--- src/rtl/ext_bus_ctl_regs.vh ---
/*
 holds: constants for the external bus control block.
 assumes: included by rtl/ext_bus_ctl.v only.
*/
`ifndef EXT_BUS_CTL_REGS_VH
`define EXT_BUS_CTL_REGS_VH
// bit of the window selection value that enables bus hold
`define HOLD_EN_BIT 7
`define WSR_RESET 8'h00
// state codes of the bus sequencer
`define ST_IDLE 3'h0
`define ST_WAIT 3'h1
`define ST_DONE 3'h2
`define ST_HOLD 3'h3
// width of the wait state counter
`define WAIT_W 2
`endif

--- src/rtl/ext_bus_ctl.v ---
/*
 holds: external bus control sequencer for the hold handshake, the
 fetch indicator, the read strobe and ready driven wait states.
 assumes: the core side inputs are synchronous to mclk, are steady
 while cyc_req is high, and a request stays high until cyc_done;
 hold_req_n and ready come straight from pins and are synchronised
 here; wsr, hold_pin_sf and wait_states come from core registers
 and change only between cycles; bus_drive_en is the output enable
 of the address, data and strobe pad drivers; the outside master
 watches bus_released_ack_n before it drives the bus itself, and
 a memory that needs more time pulls ready low early enough for
 the two synchroniser cycles.
*/

`timescale 1ns/10ps
`include "ext_bus_ctl_regs.vh"
module ext_bus_ctl #(
   parameter WAIT_W = `WAIT_W
) (
   // clock and reset
   input wire mclk,
   input wire rst_n,
   // configuration from the core
   input wire [7:0] wsr,
   input wire hold_pin_sf,
   input wire [WAIT_W-1:0] wait_states,
   // access request from the core
   input wire cyc_req,
   input wire cyc_ext,
   input wire cyc_read,
   input wire cyc_fetch,
   output wire cyc_done,
   // pins
   input wire hold_req_n,
   input wire ready,
   output reg bus_released_ack_n,
   output reg pending_cycle_req_n,
   output reg fetch_indicator,
   output reg rd_n,
   output reg bus_drive_en
);

   // state codes of the bus sequencer
   localparam ST_IDLE = 3'b000;
   localparam ST_WAIT = 3'b001;
   localparam ST_DONE = 3'b010;
   localparam ST_HOLD = 3'b011;
   // end point and decrement step of the wait state counter
   localparam [WAIT_W-1:0] WAIT_ZERO = {WAIT_W{1'b0}};
   localparam [WAIT_W-1:0] WAIT_ONE = {{(WAIT_W-1){1'b0}}, 1'b1};
   // synchronised pins: bit 0 takeover request, bit 1 ready
   localparam SYNC_W = 2;
   localparam [SYNC_W-1:0] SYNC_RST = 2'b10;

   // the sequencer has let go of the bus
   function in_hold;
      input [2:0] st;
      begin
         in_hold = (st == ST_HOLD);
      end
   endfunction

   // the sequencer is inside a running bus cycle
   function in_cycle;
      input [2:0] st;
      begin
         in_cycle = (st == ST_WAIT) || (st == ST_DONE);
      end
   endfunction

   // a cycle attribute that only shows on the pins for external cycles
   function ext_qual;
      input ext;
      input attr;
      begin
         ext_qual = ext & attr;
      end
   endfunction

   // synchroniser outputs and qualifiers
   wire [SYNC_W-1:0] pin_raw;
   wire [SYNC_W-1:0] pin_sync;
   wire hold_sync;
   wire rdy_sync;
   wire hold_en;
   wire hold_want;
   wire take;
   wire count_end;
   wire cycle_end;

   // sequencer state and counter
   reg [2:0] state;
   reg [2:0] next_state;
   reg [WAIT_W-1:0] wcnt;
   reg [WAIT_W-1:0] next_wcnt;

   // captured cycle attributes
   reg ext_cur;
   reg rd_cur;
   reg fetch_cur;

   // next values of the pin outputs
   reg next_pend_n;
   reg next_fetch;
   reg next_rd_n;
   genvar gi;

   // pin inputs pass two flops before any logic reads them
   assign pin_raw = {ready, ~hold_req_n};
   generate
      for (gi = 0; gi < SYNC_W; gi = gi + 1) begin : g_sync
         reg s1;
         reg s2;
         always @(posedge mclk) begin
            if (!rst_n) begin
               s1 <= SYNC_RST[gi];
               s2 <= SYNC_RST[gi];
            end else begin
               s1 <= pin_raw[gi];
               s2 <= s1;
            end
         end
         assign pin_sync[gi] = s2;
      end
   endgenerate
   assign hold_sync = pin_sync[0];
   // ready costs two cycles through the flops, so a slow part must
   // pull it low before the last programmed wait state is spent
   assign rdy_sync = pin_sync[1];

   // takeover request qualification
   assign hold_en = wsr[`HOLD_EN_BIT];
   assign hold_want = hold_sync & hold_en & hold_pin_sf;

   // hold wins over a new request so the bus is not taken back at once
   assign take = (state == ST_IDLE) && !hold_want && cyc_req;
   assign count_end = (wcnt == WAIT_ZERO);
   assign cycle_end = count_end && (!ext_cur || rdy_sync);
   assign cyc_done = (state == ST_DONE);

   // next state of the sequencer
   always @* begin
      next_state = state;
      case (state)
         ST_IDLE: begin
            if (hold_want) begin
               next_state = ST_HOLD;
            end else if (cyc_req) begin
               next_state = ST_WAIT;
            end
         end
         ST_WAIT: begin
            if (cycle_end) begin
               next_state = ST_DONE;
            end
         end
         ST_DONE: begin
            // a hold seen mid cycle is granted once the cycle has ended
            if (hold_want) begin
               next_state = ST_HOLD;
            end else begin
               next_state = ST_IDLE;
            end
         end
         ST_HOLD: begin
            // clearing the enable bit also ends the hold
            if (!hold_want) begin
               next_state = ST_IDLE;
            end
         end
         default: begin
            next_state = ST_IDLE;
         end
      endcase
   end

   // internal cycles carry no programmed wait states
   always @* begin
      next_wcnt = wcnt;
      if (take) begin
         if (cyc_ext) begin
            next_wcnt = wait_states;
         end else begin
            next_wcnt = WAIT_ZERO;
         end
      end else if (state == ST_WAIT && !count_end) begin
         next_wcnt = wcnt - WAIT_ONE;
      end
   end

   // sequencer and wait counter registers
   always @(posedge mclk) begin
      if (!rst_n) begin
         state <= ST_IDLE;
         wcnt <= WAIT_ZERO;
      end else begin
         state <= next_state;
         wcnt <= next_wcnt;
      end
   end

   // attributes of the running cycle, captured when it is taken
   always @(posedge mclk) begin
      if (!rst_n) begin
         ext_cur <= 1'b0;
         rd_cur <= 1'b0;
         fetch_cur <= 1'b0;
      end else if (take) begin
         ext_cur <= cyc_ext;
         rd_cur <= cyc_read;
         fetch_cur <= cyc_fetch;
      end
   end

   // outputs follow the next state so they line up with the cycle
   always @(posedge mclk) begin
      if (!rst_n) begin
         bus_released_ack_n <= 1'b1;
      end else begin
         bus_released_ack_n <= ~in_hold(next_state);
      end
   end

   // address, data and strobe drivers float for the whole hold
   always @(posedge mclk) begin
      if (!rst_n) begin
         bus_drive_en <= 1'b1;
      end else begin
         bus_drive_en <= ~in_hold(next_state);
      end
   end

   // once raised it stays until the sequencer leaves the hold state
   always @* begin
      next_pend_n = pending_cycle_req_n;
      if (!in_hold(next_state)) begin
         next_pend_n = 1'b1;
      end else if (cyc_req && cyc_ext) begin
         next_pend_n = 1'b0;
      end
   end

   always @(posedge mclk) begin
      if (!rst_n) begin
         pending_cycle_req_n <= 1'b1;
      end else begin
         pending_cycle_req_n <= next_pend_n;
      end
   end

   // fetch indicator stands from the taking edge to the cycle's end
   always @* begin
      if (take) begin
         next_fetch = ext_qual(cyc_ext, cyc_fetch);
      end else if (in_cycle(next_state)) begin
         next_fetch = ext_qual(ext_cur, fetch_cur);
      end else begin
         next_fetch = 1'b0;
      end
   end

   always @(posedge mclk) begin
      if (!rst_n) begin
         fetch_indicator <= 1'b0;
      end else begin
         fetch_indicator <= next_fetch;
      end
   end

   // read strobe for external reads only
   always @* begin
      if (take) begin
         next_rd_n = ~ext_qual(cyc_ext, cyc_read);
      end else if (in_cycle(next_state)) begin
         next_rd_n = ~ext_qual(ext_cur, rd_cur);
      end else begin
         next_rd_n = 1'b1;
      end
   end

   always @(posedge mclk) begin
      if (!rst_n) begin
         rd_n <= 1'b1;
      end else begin
         rd_n <= next_rd_n;
      end
   end

endmodule

--- config.mk ---
export PLATFORM = sky130hd
export DESIGN_NAME = ext_bus_ctl
export DESIGN_NICKNAME = d
export VERILOG_FILES = /design/src/rtl/ext_bus_ctl.v
export VERILOG_INCLUDE_DIRS = /design/src /design/src/rtl
export SDC_FILE = /design/constraint.sdc
export NUM_CORES = 1
export LEC_CHECK = 0
export BUFFER_PORTS_ARGS = -buffer_cell sky130_fd_sc_hd__buf_4
export CAP_MARGIN = 20
export CORE_MARGIN = 8
export CORE_UTILIZATION = 41
export DETAILED_ROUTE_END_ITERATION = 8
export PLACE_DENSITY = 0.83
export SYNTH_ARGS = -nofsm -noshare
export SYNTH_HDL_FRONTEND = slang
export SYNTH_SLANG_ARGS = --single-unit
--- constraint.sdc ---
create_clock -name mclk -period 1.15 [get_ports mclk]
set_input_delay 0.0575 -clock mclk [delete_from_list [all_inputs] [get_ports mclk]]
set_output_delay 0.0575 -clock mclk [all_outputs]
set_load 0.02 [all_outputs]
=== Yosys cells after proc, flatten, opt, wreduce, memory -nomap -nowiden ===
Index checks and enable logic that the tools add are counted.

* Add/sub/neg operators: 1
* Eq/ne operators: 6
* Mux-type cells: 13
* Bitwise operators: 10
* Reduce and logical (&&, ||, !) cells: 14

{| class="wikitable"
|+ Operators by type and width
! operator !! number
|-
| $eq 3x2->1 const B || 4
|-
| $mux 3 || 4
|-
| $pmux 3 s4 || 1
|-
| $mux 2 || 4
|-
| $and 1x1->1 || 6
|-
| $eq 3x1->1 const B || 2
|-
| $logic_and 1x1->1 || 5
|-
| $mux 1 || 4
|-
| $not 1->1 || 4
|-
| $logic_not 1->1 || 3
|-
| $logic_not 3->1 || 1
|-
| $logic_not 2->1 || 1
|-
| $logic_or 1x1->1 || 2
|-
| $reduce_and 2->1 || 1
|-
| $reduce_bool 2->1 || 1
|-
| $sub 2x1->2 const B || 1
|}

* Register bits: 16
* Word-level logic and storage cells: 57

=== Depth between registers and ports, before layout ===
* Word-level depth: 9
* Depth in mapped cells: 5
* Depth with buffers taken out: 5

=== Least setup slack after synthesis ===
No wires, ideal clock.

* Kind: register to register
* From: reg wcnt[0]
* To: reg wcnt[0]
* Library setup time: 0.095 ns
* Arrival: 1.163 ns
* Required time: 1.055 ns
* Slack: -0.109 ns
* Stages on the path, launching flop included: 6
* Path buffers: 0
* Period minus slack after synthesis: 1.259 ns
* Cells stage by stage: dfxtp_1 -> inv_1 -> ha_1 -> nor4b_4 -> a22oi_1 -> a221oi_1

* Cells in the longest elaborated chain, start to end: 4
* Elaborated cells on any way between the ends: 7
* Those cells by class: 1 x add/sub; 2 x mux; 4 x reduce/logical

{| class="wikitable"
|+ Ends and longest elaborated chain
! what !! line !! source
|-
| start: declaration || ext_bus_ctl.v:94 || <nowiki>reg [WAIT_W-1:0] wcnt;</nowiki>
|-
| start signal: assignment || ext_bus_ctl.v:198 || <nowiki>wcnt <= next_wcnt;</nowiki>
|-
| parallel branches: the longest is 4 deep, another holds $sub 2x1->2 || - ||
|}

Parallel ways; which one is timed is not known. The select of a mux whose other input is x is not followed.
A chain may end at the register's enable or synchronous reset.

=== Final worst setup path ===
* From: reg state[0]
* To: reg fetch_indicator

* Cells in the longest elaborated chain, start to end: 7
* Elaborated cells on any way between the ends: 16
* Those cells by class: 5 x eq/ne; 7 x mux; 4 x reduce/logical

{| class="wikitable"
|+ Ends and longest elaborated chain
! what !! line !! source
|-
| start: declaration || ext_bus_ctl.v:92 || <nowiki>reg [2:0] state;</nowiki>
|-
| start signal: assignment || ext_bus_ctl.v:197 || <nowiki>state <= next_state;</nowiki>
|-
| $mux 3 || ext_bus_ctl.v:148 || <nowiki>end else if (cyc_req) begin</nowiki>
|-
| $mux 3 || ext_bus_ctl.v:146 || <nowiki>if (hold_want) begin</nowiki>
|-
| $pmux 3 s4 || ext_bus_ctl.v:144 || <nowiki>case (state)</nowiki>
|-
| $eq 3x1->1 or $eq 3x2->1 (tied branches) || ext_bus_ctl.v:67 || <nowiki>in_cycle = (st == ST_WAIT) || (st == ST_DONE);</nowiki>
|-
| $logic_or 1x1->1 || ext_bus_ctl.v:67 ||
|-
| $mux 1 || ext_bus_ctl.v:255 || <nowiki>end else if (in_cycle(next_state)) begin</nowiki>
|-
| $mux 1 * || ext_bus_ctl.v:253 || <nowiki>if (take) begin</nowiki>
|-
| end signal: assignment || ext_bus_ctl.v:266 || <nowiki>fetch_indicator <= next_fetch;</nowiki>
|-
| end: declaration || ext_bus_ctl.v:38 || <nowiki>output reg fetch_indicator,</nowiki>
|}

Mark *: on every way between the ends. The rest lies on a longest branch, timed or not.

==> metrics.log <==
INFO  metric run_status = complete, but fails checks
INFO  metric violations = setup timing
INFO  metric worst-r2r-cell-count = 3
INFO  metric crit-reg2reg-launch = state[0]$_SDFF_PN0_
INFO  metric post_synthesis_cell_area = 669 sq um
INFO  metric setup.reg_to_reg.worst_slack = -0.13 ns
INFO  metric ys_top_cells_by_area = sky130_fd_sc_hd__dfxtp_1 (48%), sky130_fd_sc_hd__nor4b_4 (7.1%), sky130_fd_sc_hd__nand2b_1 (4.7%)
INFO  metric antenna_violating_nets_post_route = 0
INFO  metric grt_overflow_total = 0
INFO  metric routed-via-count = 598
INFO  metric synth.yosys.warnings = 0
INFO  metric synth_edf_count = 0
INFO  metric crit_path_end_kind = flop
INFO  metric power_density = 1160 nW/um^2
INFO  metric final_min_period_over_clock_period = 1.11
INFO  metric yosys.area.top_type = sky130_fd_sc_hd__dfxtp_1
INFO  metric synth-async-reset-ratio = 0
INFO  metric tritoncts_clock_tree = built
INFO  metric combinational_group_share_of_total_power = 0.141
INFO  metric die_width = 56.4 um
INFO  metric setup_repair_after_global_routing_missed_its_margin = yes
INFO  metric layout.cell_area.non_filler = 970 sq um
INFO  metric final_nets = 114
INFO  metric dpl_cell_area = 865 sq um
INFO  metric antennaDiodeCount = 0
INFO  metric synth.avg_cell_area = 10.3 sq um
INFO  metric netlist_instances = 65
INFO  metric post_synthesis_net_count = 85
INFO  metric holdPathStages = 2
INFO  metric grt_antenna_before_repair = 0
INFO  metric ios = 25
INFO  metric switching_power = 264 uW
INFO  metric drcViolationCount = 0
INFO  metric grt_start_max_net_pins = 10
INFO  metric synth_most_common_cell = sky130_fd_sc_hd__dfxtp_1
INFO  metric final.setup_skew = 0.00580 ns
INFO  metric timing.critical_path.slowest_cell_delay = 0.53 ns
INFO  metric final_period_minus_worst_setup_slack = 1.28 ns
INFO  metric clkSlewWorstSetupHoldPaths = 0.10 ns
INFO  metric initial_core_util = 0.439
INFO  metric detailedRoute.firstPassIterationCount = 4
INFO  metric area_growth_syn_to_layout = 44.9%
INFO  metric globalRouteTotalUtil = 0.103
INFO  metric irDropWorstVdd = 0.818 mV
INFO  metric worst_ep_required = 1.39 ns
INFO  metric finalMaxSlewViolations = 0
INFO  metric p_int = 857 uW
INFO  metric crit_path_cell_trace = or4b_4, nor2_4, a32o_1
INFO  metric layout.area.seq = 328 sq um
INFO  metric share_of_layout_cells_above_drive_strength_1 = 0.441
INFO  metric multi_input_area = 353 sq um
INFO  metric wire_length_of_the_first_global_routing_pass = 2.71 mm
INFO  metric p_seq_frac = 0.522
INFO  metric path_buf_inv = 0
INFO  metric core_area = 1520 sq um
INFO  metric report.final.hold_viol_count = 0
INFO  metric drt_iter0_markers = 6
INFO  metric die_h = 56.4 um
INFO  metric cts-root-buf = sky130_fd_sc_hd__clkbuf_4
INFO  metric setup_ws = -0.126 ns
INFO  metric place.gp.congestion = 0.786
INFO  metric post_synth_num_cell_types = 28
INFO  metric detail_route.wl_per_cell = 14.8 um
INFO  metric nFillCells = 140
INFO  metric via_per_inst = 5.49
INFO  metric postSynthRegisterBits = 16
INFO  metric crit_end = fetch_indicator$_SDFF_PN0_
INFO  metric switching_share = 0.235
INFO  metric crit_path_max_delay_family = simple AND/OR/NAND/NOR gates
INFO  metric max_clock_freq = 0.784 GHz
INFO  metric timing.critical_path.depth = 3
INFO  metric cts_max_path_buffers = 2
INFO  metric static-leakage-power = 0.395 nW
INFO  metric grt_pass1_vias = 646
INFO  metric totalNegativeSetupSlack = -0.857 ns
INFO  metric finalSetupViolCount = 8
INFO  metric worstReg2RegEnd = fetch_indicator$_SDFF_PN0_
INFO  metric place_hpwl = 1.18 mm
INFO  metric number_of_cts_inserted_buffers = 3
INFO  metric synth_sequential_area_ratio = 0.479
INFO  metric timing.critical_path.from_type = flop
INFO  metric maxCapViolCount = 0
INFO  metric clkPwrFrac = 0.337
INFO  metric h-tree-depth = 1
INFO  metric routed_wirelength = 1.62 mm
INFO  metric critPathSlowestCell = sky130_fd_sc_hd__or4b_4
INFO  metric synth_top_area_share = 0.479
INFO  metric clk-insertion-delay-late = 0.29 ns
INFO  metric worst_ep_arrival_time = 1.52 ns
INFO  metric clkSinkCount = 16
INFO  metric fin_util = 0.636
INFO  metric die_area = 3180 sq um
INFO  metric synth_top_flop_cell = sky130_fd_sc_hd__dfxtp_1
INFO  metric critical_path_class = reg -> reg
INFO  metric row_count = 14
INFO  metric hold_path.class = in -> reg
INFO  metric portBuffers = 17
INFO  metric maximum_fanout_encountered_on_the_critical_timing_path = 4
INFO  metric commonest_cells_post_synth = sky130_fd_sc_hd__dfxtp_1 (16), sky130_fd_sc_hd__nand3_1 (6), sky130_fd_sc_hd__nand2b_1 (5), sky130_fd_sc_hd__a21oi_1 (4)
INFO  metric critPathLaunch = state[0]$_SDFF_PN0_
## cells in the final DEF (no fill, tap or decap), types with 2 or more instances in the layout
cell type	n
sky130_fd_sc_hd__nand2_1	3
sky130_fd_sc_hd__nand3_1	6
sky130_fd_sc_hd__nand2b_1	5
sky130_fd_sc_hd__a32o_1	2
sky130_fd_sc_hd__clkbuf_4	3
sky130_fd_sc_hd__nor4b_4	2
sky130_fd_sc_hd__dlygate4sd3_1	4
sky130_fd_sc_hd__a21oi_1	4
sky130_fd_sc_hd__buf_4	20
sky130_fd_sc_hd__inv_2	2
sky130_fd_sc_hd__o21ai_1	3
sky130_fd_sc_hd__dfxtp_1	12
sky130_fd_sc_hd__dfxtp_2	3
sky130_fd_sc_hd__and2_1	2
## metal layers
layer / wire length, um / GRT usage
met3: 108 / 0.0382
met4: 47 / 0.0619
met2: 823 / 0.173
met5: 0 / 0
met1: 638 / 0.107
## power by group through the flow
stage | sequential [mW] | combinational [mW] | clock (mW)
after floorplan | 0.603 | 0.0686 | 0
after global placement | 0.598 | 0.136 | 0
after detailed placement | 0.599 | 0.141 | 0
after CTS | 0.586 | 0.152 | 0.378
after global routing | 0.588 | 0.171 | 0.403
final | 0.585 | 0.158 | 0.378
## registers in the layout, summed over array words and instances (netlist names), 2 cells and up
| register | flops |
|---|---|
| state | 3 |
| wcnt | 2 |
| g_sync.s2 | 2 |
| g_sync.s1 | 2 |
## worst register-to-register path, stage by stage, from the launching register on
cell	delay (ns)
sky130_fd_sc_hd__dfxtp_4	0.37
sky130_fd_sc_hd__or4b_4	0.53
sky130_fd_sc_hd__nor2_4	0.15
sky130_fd_sc_hd__a32o_1	0.17
## how the worst min path moves through the flow
stage                        start                 endpoint  slack, ns
global placement        hold_req_n  g_sync[0].s1$_SDFF_PN0_       0.21
floorplan               hold_req_n  g_sync[0].s1$_SDFF_PN0_       0.12
CTS                 wait_states[1]     wcnt[1]$_SDFFE_PN0P_      0.003
detailed placement      hold_req_n  g_sync[0].s1$_SDFF_PN0_       0.21
global route        wait_states[1]     wcnt[1]$_SDFFE_PN0P_       0.01
finish              wait_states[1]     wcnt[1]$_SDFFE_PN0P_     0.0006
## cells by family (layout without fill, tap and decap cells)
family,count (synthesis),in the layout,synth area share
compound gates,15,15,0.157
fa+ha+maj,1,1,0.0187
buf+inv,5,33,0.0336
flops,16,16,0.479
mux,1,1,0.0150
other cells,1,1,0.00560
simple gates,26,26,0.292
## through the flow
stage / setup WS, ns / power (mW) / cells / hold WS (ns)
floorplan: -0.0898 / 0.671 / 65 / 0.124
global placement: -0.110 / 0.733 / 100 / 0.210
detailed placement: -0.186 / 0.740 / 100 / 0.212
CTS: -0.127 / 1.12 / 108 / 0.00263
global route: -0.262 / 1.16 / 109 / 0.0103
finish: -0.126 / 1.12 / 109 / 0.000649
## timing repair
action	CTS	global route
pin swaps	4	2
gates resized for setup	1	8
buffers inserted	0	1
endpoints found under the hold margin	4	0
hold buffers	4	0
setup endpoints to repair	9	11
gates cloned	0	0
## final cells by class
type | instances | area share
timing repair buffer | 26 | 0.228
multi-input combinational | 44 | 0.364
inverter | 3 | 0.0116
tap | 16 | 0.0206
clock buffer | 4 | 0.0374
sequential | 16 | 0.338
No activity file was read; power rests on OpenSTA's default activity.
